### src/rtl/ppc_pkg.sv
package ppc_pkg;

  localparam int unsigned PPC_PINS      = 6;
  localparam int unsigned PPC_DRV_BITS  = 3;
  localparam int unsigned PPC_ADDR_W    = 8;
  localparam int unsigned PPC_DATA_W    = 32;

  // Register byte addresses on the bus
  localparam logic [7:0] PPC_OFS_DRIVE  = 8'h00;
  localparam logic [7:0] PPC_OFS_PULLEN = 8'h04;
  localparam logic [7:0] PPC_OFS_POLAR  = 8'h08;
  localparam logic [7:0] PPC_OFS_IRQEN  = 8'h0C;
  localparam logic [7:0] PPC_OFS_FLAGS  = 8'h10;

  // Field positions
  localparam int unsigned PPC_BIT_TENTH = 2;   // Reduced drive about 1/10
  localparam int unsigned PPC_BIT_FIFTH = 1;   // Bits 1..0: about 1/5
  localparam int unsigned PPC_BIT_OC    = 7;   // Over-current enable/flag
  localparam int unsigned PPC_OC_PIN    = 2;   // Port pin two

  // Implemented bits of the interrupt enable and flag registers
  localparam logic [7:0] PPC_IRQ_MASK   = 8'h BF;

  // Reset values
  localparam logic [2:0] PPC_RST_DRIVE  = 3'h0;
  localparam logic [5:0] PPC_RST_PIN6   = 6'h00;
  localparam logic [7:0] PPC_RST_BYTE   = 8'h00;

  typedef logic [1:0] ppc_resp_type;
  localparam ppc_resp_type PPC_RESP_OKAY   = 2'h0;
  localparam ppc_resp_type PPC_RESP_DECERR = 2'h3;

  typedef enum logic [2:0] {
    PPC_REG_DRIVE  = 3'h0,
    PPC_REG_PULLEN = 3'h1,
    PPC_REG_POLAR  = 3'h3,
    PPC_REG_IRQEN  = 3'h2,
    PPC_REG_FLAGS  = 3'h6,
    PPC_REG_NONE   = 3'h7
  } ppc_reg_type;

  // Address decode shared by the read and write paths
  function automatic ppc_reg_type ppc_decode(input logic [7:0] addr);
    if (addr == PPC_OFS_DRIVE) begin
      return PPC_REG_DRIVE;
    end else if (addr == PPC_OFS_PULLEN) begin
      return PPC_REG_PULLEN;
    end else if (addr == PPC_OFS_POLAR) begin
      return PPC_REG_POLAR;
    end else if (addr == PPC_OFS_IRQEN) begin
      return PPC_REG_IRQEN;
    end else if (addr == PPC_OFS_FLAGS) begin
      return PPC_REG_FLAGS;
    end else begin
      return PPC_REG_NONE;
    end
  endfunction

endpackage

### src/rtl/ppc_sync.sv
`timescale 1ns/100ps
module ppc_sync #(
  parameter int unsigned WIDTH = 1
) (
  input  wire logic             sys_clk,  // System clock
  input  wire logic             rst_b,    // Async reset, active low
  input  wire logic [WIDTH-1:0] async_in, // Level from outside the domain
  output logic      [WIDTH-1:0] sync_out  // Level after two flops
);
  logic [WIDTH-1:0] stage1;

  // First stage feeds only the second
  always_ff @(posedge sys_clk or negedge rst_b) begin
    if (!rst_b) begin
      stage1   <= '0;
      sync_out <= '0;
    end else begin
      stage1   <= async_in;
      sync_out <= stage1;
    end
  end
endmodule // ppc_sync

### src/rtl/ppc_edge.sv
`timescale 1ns/100ps
module ppc_edge (
  input  wire logic sys_clk,   // System clock
  input  wire logic rst_b,     // Async reset, active low
  input  wire logic sample,    // Synchronised pin level
  input  wire logic rise_sel,  // 1 rising edge, 0 falling edge
  output logic      hit        // One-cycle active-edge pulse
);
  logic prev;
  logic primed;

  // No edge until a first real sample is held, so reset does not fake one
  always_ff @(posedge sys_clk or negedge rst_b) begin
    if (!rst_b) begin
      prev   <= 1'b0;
      primed <= 1'b0;
    end else begin
      prev   <= sample;
      primed <= 1'b1;
    end
  end

  always_comb begin
    hit = primed & (rise_sel ? (sample & ~prev) : (~sample & prev)); // [RL5] [RL14]
  end

  a_edge_rise: assert property (@(posedge sys_clk) disable iff (!rst_b)
    (primed && rise_sel && sample && !prev) |-> hit) // [RL5]
    else $error("rising edge missed");
  a_edge_fall: assert property (@(posedge sys_clk) disable iff (!rst_b)
    (hit && !rise_sel) |-> (!sample && $past(sample))) // [RL5]
    else $error("falling edge reported without a fall");
endmodule // ppc_edge

### src/rtl/ppc_port.sv
// Our own choices: register access over AXI4-Lite and the placing of the registers.
`timescale 1ns/100ps
// Operation
// RL1 - Drive bit 2 set selects about one tenth drive, clear selects full.
// RL2 - Drive bits 1..0 set select about one fifth drive, clear full.
// RL3 - Drive bits act only when the pin is an output, any function.
// RL4 - Pull-enable bits 5..0 switch each pull device; ignored on outputs.
// RL5 - Polarity bit set: pulldown and rising edge; clear: pullup and falling.
// RL6 - Pin interrupt enables 5..0; detection works in any mode or function.
// RL7 - Pin flags 5..0 set on the active edge chosen by polarity.
// RL8 - Pin request only while a flag and its enable are both set.
// RL9 - Enable bit 7 unmasks the pin-two over-current interrupt.
// RL10 - Flag bit 7 sets on pin-two over-current and stays until cleared.
// RL11 - Flags readable anytime; writing 1 clears, writing 0 leaves unchanged.
// RL12 - Pull-enable register readable and writable at any time.
// RL13 - Direction bit set means output, clear means input.
// RL14 - Edges from consecutive synchronised samples; over-current synchronised level.
module ppc_port
  import ppc_pkg::*;
(
  input  wire logic                            sys_clk,          // 100 MHz clock
  input  wire logic                            rst_b,            // Async reset, low
  input  wire logic [ppc_pkg::PPC_PINS-1:0]    pin_level,        // Pad input levels
  input  wire logic [ppc_pkg::PPC_PINS-1:0]    direction_bits,   // 1 output, 0 input
  input  wire logic                            overcurrent_in,   // Pin-two over-current
  output logic [ppc_pkg::PPC_DRV_BITS-1:0]     pin_reduced_drive,// Reduced drive per pin
  output logic [ppc_pkg::PPC_PINS-1:0]         pin_pull_enable,  // Pull device on
  output logic [ppc_pkg::PPC_PINS-1:0]         pin_pull_down,    // 1 down, 0 up
  output logic                                 pin_irq_request,  // Pin interrupt
  output logic                                 overcurrent_irq_request, // Over-current irq
  input  wire logic [ppc_pkg::PPC_ADDR_W-1:0]  awaddr,           // Write address
  input  wire logic                            awvalid,          // Write address valid
  output logic                                 awready,          // Write address ready
  input  wire logic [ppc_pkg::PPC_DATA_W-1:0]  wdata,            // Write data
  input  wire logic [3:0]                      wstrb,            // Write strobes
  input  wire logic                            wvalid,           // Write data valid
  output logic                                 wready,           // Write data ready
  output ppc_pkg::ppc_resp_type                bresp,            // Write response
  output logic                                 bvalid,           // Write response valid
  input  wire logic                            bready,           // Write response ready
  input  wire logic [ppc_pkg::PPC_ADDR_W-1:0]  araddr,           // Read address
  input  wire logic                            arvalid,          // Read address valid
  output logic                                 arready,          // Read address ready
  output logic [ppc_pkg::PPC_DATA_W-1:0]       rdata,            // Read data
  output ppc_pkg::ppc_resp_type                rresp,            // Read response
  output logic                                 rvalid,           // Read data valid
  input  wire logic                            rready            // Read data ready
);
  import ppc_pkg::*;

  logic [PPC_DRV_BITS-1:0] reduced_drive_bits;
  logic [PPC_PINS-1:0]     pull_enable_bits;
  logic [PPC_PINS-1:0]     polarity_bits;
  logic [7:0]              irq_enable;
  logic [7:0]              irq_flags;
  logic [7:0]              next_irq_flags;

  logic [PPC_PINS-1:0]     pin_sync;
  logic                    oc_sync;
  logic [PPC_PINS-1:0]     edge_hit;

  logic                    aw_held;
  logic [PPC_ADDR_W-1:0]   aw_addr;
  logic                    w_held;
  logic [7:0]              w_byte;
  logic                    w_lane0;
  logic                    wr_do;
  ppc_reg_type             wr_reg;
  logic                    wr_en;
  logic [7:0]              flag_clear;
  logic [7:0]              flag_set;

  ppc_sync #(.WIDTH(PPC_PINS + 1)) u_sync (
    .sys_clk  (sys_clk),
    .rst_b    (rst_b),
    .async_in ({overcurrent_in, pin_level}),
    .sync_out ({oc_sync, pin_sync})
  ); // [RL14]

  // Edges are taken from the pad level, so output pins and peripheral use count too
  for (genvar i = 0; i < PPC_PINS; i++) begin : g_edge
    ppc_edge u_edge (
      .sys_clk  (sys_clk),
      .rst_b    (rst_b),
      .sample   (pin_sync[i]),
      .rise_sel (polarity_bits[i]),
      .hit      (edge_hit[i])
    ); // [RL6] [RL7]
  end

  // Write channel: address and data are taken in either order
  assign awready = !aw_held;
  assign wready  = !w_held;
  assign wr_do   = aw_held && w_held && !bvalid;
  assign wr_reg  = ppc_decode(aw_addr);
  assign wr_en   = wr_do && w_lane0;

  always_ff @(posedge sys_clk or negedge rst_b) begin
    if (!rst_b) begin
      aw_held <= 1'b0;
      aw_addr <= '0;
    end else if (awvalid && awready) begin
      aw_held <= 1'b1;
      aw_addr <= awaddr;
    end else if (wr_do) begin
      aw_held <= 1'b0;
    end
  end

  always_ff @(posedge sys_clk or negedge rst_b) begin
    if (!rst_b) begin
      w_held  <= 1'b0;
      w_byte  <= PPC_RST_BYTE;
      w_lane0 <= 1'b0;
    end else if (wvalid && wready) begin
      w_held  <= 1'b1;
      w_byte  <= wdata[7:0];
      w_lane0 <= wstrb[0];
    end else if (wr_do) begin
      w_held  <= 1'b0;
    end
  end

  always_ff @(posedge sys_clk or negedge rst_b) begin
    if (!rst_b) begin
      bvalid <= 1'b0;
      bresp  <= PPC_RESP_OKAY;
    end else if (wr_do) begin
      bvalid <= 1'b1;
      bresp  <= (wr_reg == PPC_REG_NONE) ? PPC_RESP_DECERR : PPC_RESP_OKAY;
    end else if (bready) begin
      bvalid <= 1'b0;
    end
  end

  // Configuration registers, writable at any time
  always_ff @(posedge sys_clk or negedge rst_b) begin
    if (!rst_b) begin
      reduced_drive_bits <= PPC_RST_DRIVE;
      pull_enable_bits   <= PPC_RST_PIN6;
      polarity_bits      <= PPC_RST_PIN6;
      irq_enable         <= PPC_RST_BYTE;
    end else if (wr_en) begin
      if (wr_reg == PPC_REG_DRIVE) begin
        reduced_drive_bits <= w_byte[PPC_DRV_BITS-1:0]; // [RL1] [RL2]
      end else if (wr_reg == PPC_REG_PULLEN) begin
        pull_enable_bits <= w_byte[PPC_PINS-1:0]; // [RL12]
      end else if (wr_reg == PPC_REG_POLAR) begin
        polarity_bits <= w_byte[PPC_PINS-1:0];
      end else if (wr_reg == PPC_REG_IRQEN) begin
        irq_enable <= w_byte & PPC_IRQ_MASK; // [RL6] [RL9]
      end
    end
  end

  // Flags: an event in the clearing cycle survives the clear
  always_comb begin
    flag_clear = (wr_en && wr_reg == PPC_REG_FLAGS) ? (w_byte & PPC_IRQ_MASK) : 8'h00; // [RL11]
    flag_set   = {oc_sync, 1'b0, edge_hit}; // [RL7] [RL10]
    next_irq_flags = (irq_flags & ~flag_clear) | flag_set;
  end

  always_ff @(posedge sys_clk or negedge rst_b) begin
    if (!rst_b) begin
      irq_flags <= PPC_RST_BYTE;
    end else begin
      irq_flags <= next_irq_flags; // [RL10] [RL11]
    end
  end

  // Read channel, one cycle after the address is taken
  assign arready = !rvalid;

  always_ff @(posedge sys_clk or negedge rst_b) begin
    if (!rst_b) begin
      rvalid <= 1'b0;
      rdata  <= '0;
      rresp  <= PPC_RESP_OKAY;
    end else if (arvalid && arready) begin
      rvalid <= 1'b1;
      rresp  <= PPC_RESP_OKAY;
      case (ppc_decode(araddr))
        PPC_REG_DRIVE: begin
          rdata <= {{(PPC_DATA_W-PPC_DRV_BITS){1'b0}}, reduced_drive_bits};
        end
        PPC_REG_PULLEN: begin
          rdata <= {{(PPC_DATA_W-PPC_PINS){1'b0}}, pull_enable_bits}; // [RL12]
        end
        PPC_REG_POLAR: begin
          rdata <= {{(PPC_DATA_W-PPC_PINS){1'b0}}, polarity_bits};
        end
        PPC_REG_IRQEN: begin
          rdata <= {{(PPC_DATA_W-8){1'b0}}, irq_enable};
        end
        PPC_REG_FLAGS: begin
          rdata <= {{(PPC_DATA_W-8){1'b0}}, irq_flags}; // [RL11]
        end
        default: begin
          rdata <= '0;
          rresp <= PPC_RESP_DECERR;
        end
      endcase
    end else if (rready) begin
      rvalid <= 1'b0;
    end
  end

  // Pad controls: drive strength only on outputs, pulls only on inputs
  always_ff @(posedge sys_clk or negedge rst_b) begin
    if (!rst_b) begin
      pin_reduced_drive <= '0;
      pin_pull_enable   <= '0;
      pin_pull_down     <= '0;
    end else begin
      pin_reduced_drive <= reduced_drive_bits & direction_bits[PPC_DRV_BITS-1:0]; // [RL3] [RL13]
      pin_pull_enable   <= pull_enable_bits & ~direction_bits; // [RL4] [RL13]
      pin_pull_down     <= polarity_bits & pull_enable_bits & ~direction_bits; // [RL5]
    end
  end

  always_ff @(posedge sys_clk or negedge rst_b) begin
    if (!rst_b) begin
      pin_irq_request         <= 1'b0;
      overcurrent_irq_request <= 1'b0;
    end else begin
      pin_irq_request <= |(next_irq_flags[PPC_PINS-1:0] & irq_enable[PPC_PINS-1:0]); // [RL8]
      overcurrent_irq_request <= next_irq_flags[PPC_BIT_OC] & irq_enable[PPC_BIT_OC]; // [RL9]
    end
  end

  a_pin_req_mask: assert property (@(posedge sys_clk) disable iff (!rst_b)
    pin_irq_request == |(irq_flags[PPC_PINS-1:0] & $past(irq_enable[PPC_PINS-1:0]))) // [RL8]
    else $error("pin request disagrees with flags and enables");
  a_oc_req_mask: assert property (@(posedge sys_clk) disable iff (!rst_b)
    !$past(irq_enable[PPC_BIT_OC]) |-> !overcurrent_irq_request) // [RL9]
    else $error("masked over-current raised a request");
  a_flag_on_edge: assert property (@(posedge sys_clk) disable iff (!rst_b)
    (edge_hit != '0)
    |=> ((irq_flags[PPC_PINS-1:0] & $past(edge_hit)) == $past(edge_hit))) // [RL7]
    else $error("edge did not set its flag");
  a_oc_sets_flag: assert property (@(posedge sys_clk) disable iff (!rst_b)
    oc_sync |=> irq_flags[PPC_BIT_OC]) // [RL10]
    else $error("over-current did not set flag");
  a_oc_flag_sticky: assert property (@(posedge sys_clk) disable iff (!rst_b)
    (irq_flags[PPC_BIT_OC] && !flag_clear[PPC_BIT_OC]) |=> irq_flags[PPC_BIT_OC]) // [RL10]
    else $error("over-current flag dropped without a clear");
  a_zero_write_keeps: assert property (@(posedge sys_clk) disable iff (!rst_b)
    (wr_en && wr_reg == PPC_REG_FLAGS && w_byte == 8'h00)
    |=> (($past(irq_flags) & ~irq_flags) == 8'h00)) // [RL11]
    else $error("writing zero cleared a flag");
  a_one_write_clears: assert property (@(posedge sys_clk) disable iff (!rst_b)
    (wr_en && wr_reg == PPC_REG_FLAGS && w_byte[0] && !edge_hit[0]) |=> !irq_flags[0]) // [RL11]
    else $error("writing one did not clear pin flag");
  a_drive_out_only: assert property (@(posedge sys_clk) disable iff (!rst_b)
    ##1 pin_reduced_drive
      == ($past(reduced_drive_bits) & $past(direction_bits[PPC_DRV_BITS-1:0]))) // [RL3]
    else $error("reduced drive reached an input pin");
  a_pull_in_only: assert property (@(posedge sys_clk) disable iff (!rst_b)
    $past(direction_bits[0]) |-> (!pin_pull_enable[0] && !pin_pull_down[0])) // [RL4]
    else $error("pull device active on output pin");
  a_pullen_write: assert property (@(posedge sys_clk) disable iff (!rst_b)
    (wr_en && wr_reg == PPC_REG_PULLEN)
    |=> pull_enable_bits == $past(w_byte[PPC_PINS-1:0])) // [RL12]
    else $error("pull enable write lost");
  a_bresp_holds: assert property (@(posedge sys_clk) disable iff (!rst_b)
    (bvalid && !bready) |=> (bvalid && $stable(bresp)))
    else $error("write response dropped before bready");
  // Requests are registered, so they follow the enable of the cycle before
  a_oc_req_follow: assert property (@(posedge sys_clk) disable iff (!rst_b)
    overcurrent_irq_request
      == (irq_flags[PPC_BIT_OC] && $past(irq_enable[PPC_BIT_OC]))) // [RL9]
    else $error("over-current request disagrees with flag and enable");
  a_flag_needs_edge: assert property (@(posedge sys_clk) disable iff (!rst_b)
    (irq_flags[PPC_PINS-1:0] & ~$past(irq_flags[PPC_PINS-1:0])
     & ~$past(edge_hit)) == '0) // [RL7]
    else $error("pin flag set without an active edge");
  a_pin_flag_sticky: assert property (@(posedge sys_clk) disable iff (!rst_b)
    (~irq_flags[PPC_PINS-1:0] & $past(irq_flags[PPC_PINS-1:0])
     & ~$past(flag_clear[PPC_PINS-1:0])) == '0) // [RL11]
    else $error("pin flag dropped without a clear");
  a_oc_flag_cause: assert property (@(posedge sys_clk) disable iff (!rst_b)
    $rose(irq_flags[PPC_BIT_OC]) |-> $past(oc_sync)) // [RL10]
    else $error("over-current flag set without a condition");
  a_pull_in_all: assert property (@(posedge sys_clk) disable iff (!rst_b)
    (pin_pull_enable & $past(direction_bits)) == '0) // [RL4] [RL13]
    else $error("pull device on an output pin");
  a_pull_polarity: assert property (@(posedge sys_clk) disable iff (!rst_b)
    ((pin_pull_down ^ $past(polarity_bits)) & pin_pull_enable) == '0
    && (pin_pull_down & ~pin_pull_enable) == '0) // [RL5]
    else $error("pull direction disagrees with polarity");
  a_pullen_stable: assert property (@(posedge sys_clk) disable iff (!rst_b)
    !(wr_en && wr_reg == PPC_REG_PULLEN) |=> $stable(pull_enable_bits)) // [RL12]
    else $error("pull enable changed without a write");
  a_drive_write: assert property (@(posedge sys_clk) disable iff (!rst_b)
    (wr_en && wr_reg == PPC_REG_DRIVE)
    |=> reduced_drive_bits == $past(w_byte[PPC_DRV_BITS-1:0])) // [RL1] [RL2]
    else $error("drive strength write lost");
  a_irq_enable_write: assert property (@(posedge sys_clk) disable iff (!rst_b)
    (wr_en && wr_reg == PPC_REG_IRQEN)
    |=> irq_enable == ($past(w_byte) & PPC_IRQ_MASK)) // [RL6] [RL9]
    else $error("interrupt enable write lost");
  a_strobe_ignored: assert property (@(posedge sys_clk) disable iff (!rst_b)
    (wr_do && !w_lane0) |=> ($stable(reduced_drive_bits) && $stable(pull_enable_bits)
      && $stable(polarity_bits) && $stable(irq_enable)))
    else $error("write without lane zero changed a register");
  a_write_answer: assert property (@(posedge sys_clk) disable iff (!rst_b)
    wr_do |=> (bvalid && !aw_held && !w_held))
    else $error("write response missing after address and data");
  a_decerr_write: assert property (@(posedge sys_clk) disable iff (!rst_b)
    (wr_do && wr_reg == PPC_REG_NONE) |=> (bresp == PPC_RESP_DECERR))
    else $error("unmapped write answered without decode error");
  a_read_answer: assert property (@(posedge sys_clk) disable iff (!rst_b)
    (arvalid && arready) |=> rvalid)
    else $error("read data missing after address");
  a_rdata_holds: assert property (@(posedge sys_clk) disable iff (!rst_b)
    (rvalid && !rready) |=> (rvalid && $stable(rdata) && $stable(rresp)))
    else $error("read data dropped before rready");
endmodule // ppc_port

### config.mk
export PLATFORM = sky130hd
export DESIGN_NAME = ppc_port
export DESIGN_NICKNAME = d
export VERILOG_FILES = /design/src/rtl/ppc_pkg.sv /design/src/rtl/ppc_sync.sv /design/src/rtl/ppc_edge.sv /design/src/rtl/ppc_port.sv
export SDC_FILE = /design/constraint.sdc
export NUM_CORES = 1
export LEC_CHECK = 0
export BUFFER_PORTS_ARGS = -buffer_cell sky130_fd_sc_hd__buf_2
export CAP_MARGIN = 20
export CORE_ASPECT_RATIO = 1.75
export CORE_MARGIN = 10
export CORE_UTILIZATION = 51
export CTS_CLUSTER_DIAMETER = 60
export CTS_CLUSTER_SIZE = 30
export DETAILED_ROUTE_END_ITERATION = 8
export PLACE_DENSITY = 0.8
export SYNTH_ARGS = -nofsm -noshare
export SYNTH_HDL_FRONTEND = slang
export SYNTH_HIERARCHICAL = 1
export SYNTH_SLANG_ARGS = --single-unit
### constraint.sdc
create_clock -name sys_clk -period 2.37 [get_ports sys_clk]
set_input_delay 0.3555 -clock sys_clk [delete_from_list [all_inputs] [get_ports sys_clk]]
set_output_delay 0.3555 -clock sys_clk [all_outputs]
set_load 0.02 [all_outputs]
=== Word-level counts from Yosys, hierarchy flattened ===
Index checks and enable logic that the tools add are counted.

* Flip-flop bits (word level): 125
* Latch bits: 0
* Memory bits (writable): 0
* Memory bits (read-only): 0
* Bits of input ports: 72
* Memories kept: 0

* Add/subtract/negate cells: 0
* $mul: 0
* Div/mod/pow operators: 0
* Magnitude comparators: 0
* Eq/ne operators: 17
* Shifts and indexed selects: 0
* Multiplexer cells: 28
* Bitwise logic cells: 43
* Reduce and logical (&&, ||, !) cells: 25

{| class="wikitable"
|+ Operators with widths
! operator !! number
|-
| $pmux W8 S5 || 1
|-
| $eq A8 B4 Y1 const B || 4
|-
| $mux W3 || 9
|-
| $and A6 B6 Y6 || 4
|-
| $and A1 B1 Y1 || 19
|-
| $eq A8 B3 Y1 const B || 2
|-
| $eq A8 B5 Y1 const B || 2
|-
| $logic_not A8 Y1 || 2
|-
| $mux W1 || 15
|-
| $not A1 Y1 || 15
|-
| $eq A3 B2 Y1 const B || 4
|-
| $eq A3 B3 Y1 const B || 3
|-
| $and A8 B8 Y8 || 1
|-
| $mux W8 || 1
|-
| $not A8 Y8 || 1
|-
| $or A8 B8 Y8 || 1
|-
| $reduce_bool A2 Y1 || 4
|-
| $logic_and A1 B1 Y1 || 7
|-
| $eq A3 B1 Y1 const B || 2
|-
| $logic_not A3 Y1 || 2
|-
| $not A6 Y6 || 1
|-
| $reduce_or A6 Y1 || 1
|-
| $reduce_and A5 Y1 || 1
|-
| $reduce_or A5 Y1 || 1
|-
| other kinds (6) || 10
|}

=== Longest topological paths before layout ===
* Word-level depth: 14
* Gate-level depth with buffers: 6
* Mapped depth without buffers: 6

=== Hierarchy ===
The synthesis kept the hierarchy.

{| class="wikitable"
|+ Modules (own cells, without submodules)
! module !! times used !! cells each !! area each (um^2)
|-
| ppc_port || 1 || 277 || 3,353.2
|-
| ppc_edge || 6 || 6 || 77.6
|-
| ppc_sync || 1 || 14 || 350.3
|}

=== Worst setup path before layout ===
OpenSTA, ideal clock, no wires.

* Path kind: reg2reg
* Start point: reg aw_addr[7]
* End point: reg pin_irq_request
* Library setup time: 139 ps
* Arrival: 1,873 ps
* Data required time: 2,231 ps
* Slack: 358 ps
* Stages on the path, launching flop included: 5
* Period minus slack after synthesis: 2,012 ps
* Cell sequence: dfrtp_1 or3_1 nor4_4 o2111ai_1 or4b_1

* Longest elaborated chain between the ends: 14
* Elaborated cells on any way between the ends: 18
* Those cells by class: eq/ne: 5; mux: 6; bitwise: 4; reduce/logical: 3

{| class="wikitable"
|+ RTL lines
! element !! RTL line !! source
|-
| from (decl) || ppc_port.sv:63 || <nowiki>logic [PPC_ADDR_W-1:0] aw_addr;</nowiki>
|-
| from (signal assigned) || ppc_port.sv:104 || <nowiki>aw_addr <= awaddr;</nowiki>
|-
| $eq A8 B5 Y1 || ppc_pkg.sv:52 || <nowiki>end else if (addr == PPC_OFS_FLAGS) begin</nowiki>
|-
| $mux W1 || ppc_pkg.sv:52 ||
|-
| $mux W3 || ppc_pkg.sv:50 || <nowiki>end else if (addr == PPC_OFS_IRQEN) begin</nowiki>
|-
| $mux W3 || ppc_pkg.sv:48 || <nowiki>end else if (addr == PPC_OFS_POLAR) begin</nowiki>
|-
| $mux W3 || ppc_pkg.sv:46 || <nowiki>end else if (addr == PPC_OFS_PULLEN) begin</nowiki>
|-
| $mux W3 (*) || ppc_pkg.sv:44 || <nowiki>if (addr == PPC_OFS_DRIVE) begin</nowiki>
|-
| $eq A3 B3 Y1 (*) || ppc_port.sv:158 || <nowiki>flag_clear = (wr_en && wr_reg == PPC_REG_FLAGS) ? (w_byte & PPC_IRQ_MASK) : 8'h00;</nowiki>
|-
| $logic_and A1 B1 Y1 (*) || ppc_port.sv:158 ||
|-
| $mux W8 (*) || ppc_port.sv:158 ||
|-
| $not A8 Y8 (*) || ppc_port.sv:160 || <nowiki>next_irq_flags = (irq_flags & ~flag_clear) | flag_set;</nowiki>
|-
| $and A8 B8 Y8 (*) || ppc_port.sv:160 ||
|-
| $or A8 B8 Y8 (*) || ppc_port.sv:160 ||
|-
| $and A6 B6 Y6 (*) || ppc_port.sv:226 || <nowiki>pin_irq_request <= |(next_irq_flags[PPC_PINS-1:0] & irq_enable[PPC_PINS-1:0]);</nowiki>
|-
| $reduce_or A6 Y1 (*) || ppc_port.sv:226 ||
|-
| to (signal assigned) || ppc_port.sv:226 ||
|-
| to (decl) || ppc_port.sv:29 || <nowiki>output logic pin_irq_request,</nowiki>
|}

Mark *: on every way between the ends. The rest lies on a longest branch, timed or not.
A chain may end at the register's enable or synchronous reset.

=== Worst setup path after layout ===
Same ends and word-level chain as after synthesis.

==> flow_summary.toml <==
[timing]
rsz0062_at_grt = "no"
max_freq_mhz = 449
fin_worst_skew_ns = 0.00482
report.final.hold_viol_count = 0
timing.hold.ws_ns = 0.122
drv_slew = 0
setup_viol = 0
relSlewSlack_pct = 55.5
post-route-min-period_ns = 2.23
tightest_slew_ns = 0.666
setup_ws_ns = 0.144
tns_ns = 0
period_share_pct = 93.9

[run_status]
status = "finished clean"

[routing]
drc_errors = 0
dr.max_layer_used = "met4"
drtIter0Drc = 164
ant_nets = 0
wire_per_inst_um = 16.7
wl_um = 8500
routed_via_density = 5.22
firstDrtPassIters = 4
route.met3.wl_um = 771
m1WireLength_um = 3180
num_vias = 2653
dr_wl_met2_um = 4420

[clock_tree]
post_cts_buffers = 0
root_buffer = "clkbuf_16"
cts_sinks = 101
cts_buffer_depth = 2
htree_levels = 3
cts_tree = "done"
cts.clk_slew.worst_paths_ns = 0.06
cts_buffers = 9
insertion_delay_ns = 0.34

[floorplanning]
core_area_mm2 = 0.00796
std_cell_rows = 43
die_h_um = 140
io_pins = 130
die_w_um = 88.3
initial_core_util_pct = 52.4
floorplan.die_area_mm2 = 0.0123

[global_route]
grt_first_pass_wirelength_um = 14000
antenna_found_initial = 1
track_usage_pct = 14.4
grt_max_degree = 47
grt_overflow = 0
grt_pass1_vias = 2898

[setup_path]
path_max_fanout = 6
cp-endpoint = "pin_irq_request"
arrival_ns = 2.43
rr_startpoint = "aw_addr[7]"
cp-start-kind = "flop"
endpoint_kind = "flop"
required_ns = 2.58
cp-startpoint = "aw_addr[7]"
rrSetupSlack_ns = 0.14
r2r_end = "pin_irq_request"
ff2ff_path_depth = 4
critPathKind = "flop to flop"

[placement]
place_ws_ns = 0.126
gp_congestion = 0.787
port_buffers = 76
dpl_cell_area_mm2 = 0.00459
hpwl_um = 6420

[job]
cap_violations = 0

[yosys]
synth.avg_cell_area_um2 = 12.7
syn_inst = 327
synth-seq-area-share_pct = 60.6
yosysUniqueCellTypes = 35
ys_ff_latch = 101
syn_area_mm2 = 0.00417
synth_warnings = 6

[final_layout]
regArea_mm2 = 0.00253
drive_gt1_share_pct = 33.1
fin_area_mm2 = 0.00487
multi_input_area_mm2 = 0.00148
area_growth_pct = 16.9
nets = 484
layout_commonest_cell = "dfrtp_1"
fill_cells = 633
layout_common_cells = "101 x dfrtp_1, 75 x buf_2, 38 x mux2_2"

[power_and_ir_drop]
p_leak_nw = 2.40
power_density_mw_per_mm2 = 907
ir_drop_uv = 661

[worst_hold_path]
hold_class = "input port to flop"
==> per-stage QoR <==
step / std cells / power, W / utilization (%)
6_report: 508 / 0.00442 / 61.2
5_1_grt: 507 / 0.00467 / 61.2
4_1_cts: 507 / 0.00447 / 61.2
3_5_place_dp: 490 / 0.00312 / 57.6
3_3_place_gp: 490 / 0.00307 / 57.6
2_1_floorplan: 351 / 0.00286 / -
==> worst max-delay path, cell delays in order (launching register included) <==
cell and delay, ns:
dfrtp_1 0.37, or3_1 0.48, nor4_4 0.47, o2111ai_1 0.24, or4b_1 0.53
==> sequential cells by signal (all words and copies together) (netlist names), 7 cells and up <==
| register | cells |
|---|---|
| irq_flags | 7 |
| u_sync/sync_out | 7 |
| aw_addr | 8 |
| u_sync/stage1 | 7 |
| irq_enable | 7 |
| w_byte | 7 |
| rdata | 7 |
==> synthesized netlist by cell type (all sizes together) <==
cell	number	share of area, %
conb	7	0.63
a21o	5	0.90
a31oi	3	0.45
o22a	3	0.63
nand2b	2	0.30
buf	27	4.9
nand4bb	7	1.9
nor2	3	0.27
nand4b	7	1.5
or4b	1	0.24
a21boi	2	0.36
and3	1	0.15
o41a	1	0.27
o2111ai	1	0.21
o2bb2ai	3	0.63
nand2	21	1.9
o21ai	25	3.0
inv	7	0.63
mux2	38	10
clkbuf	7	0.66
nand3	4	0.48
or3b	1	0.21
nor4	2	0.81
or2	3	0.45
dfrtp	101	61
mux2i	9	2.2
nor3	3	0.36
nand3b	2	0.36
o21a	3	0.54
and2	9	1.4
a22oi	3	0.54
or3	2	0.30
nor2b	14	2.1
==> how the worst min path moves through the flow <==
stage | from | end | slack, ns | cells after the start
2_1_floorplan | rst_b | aw_addr[0] | 0.06 | 0
3_3_place_gp | rst_b | u_sync/stage1[2] | 0.33 | 1
3_5_place_dp | rst_b | u_sync/stage1[2] | 0.33 | 1
4_1_cts | pin_level[4] | u_sync/stage1[4] | 0.11 | 1
5_1_grt | pin_level[4] | u_sync/stage1[4] | 0.11 | 1
6_report | pin_level[2] | u_sync/stage1[2] | 0.12 | 1
==> what timing repair did <==
action / CTS / global route
endpoints found under the hold margin: 33 / 0
gates resized for setup: 0 / 0
hold buffers: 1 / 0
==> layout make-up <==
| class | instances | share of cell area [%] |
|---|---|---|
| multi-input combinational | 209 | 30.3 |
| sequential | 101 | 51.8 |
| clock buffer | 15 | 5.49 |
| inverter | 7 | 0.539 |
| tap | 90 | 2.31 |
| antenna | 1 | 0.0513 |
| timing repair buffer | 84 | 9.39 |
| clock inverter | 1 | 0.103 |
==> cell families after synthesis <==
logic type             after synthesis  share of synthesized area, %
other                                7                         0.630
buffers and inverters               41                          6.15
AND/OR/NAND/NOR                     82                          12.6
multiplexers                        47                          12.4
AO/OA/AOI/OAI                       49                          7.53
flip-flops                         101                          60.6
==> power by group <==
group | switching [W] | total (W) | internal, W
Clock | 0.000568 | 0.00134 | 0.000769
Combinational | 0.000429 | 0.000831 | 0.000402
Sequential | 0.000256 | 0.00225 | 0.00200
==> metal layers <==
metal | vias to the layer above | global-route usage [%]
li1 | 1252 | -
met1 | 1305 | 16.0
met2 | 88 | 24.2
met3 | 8 | 5.55
met4 | 0 | 5.30
met5 | - | 0
Note: power is estimated with default switching activity, not from simulation.
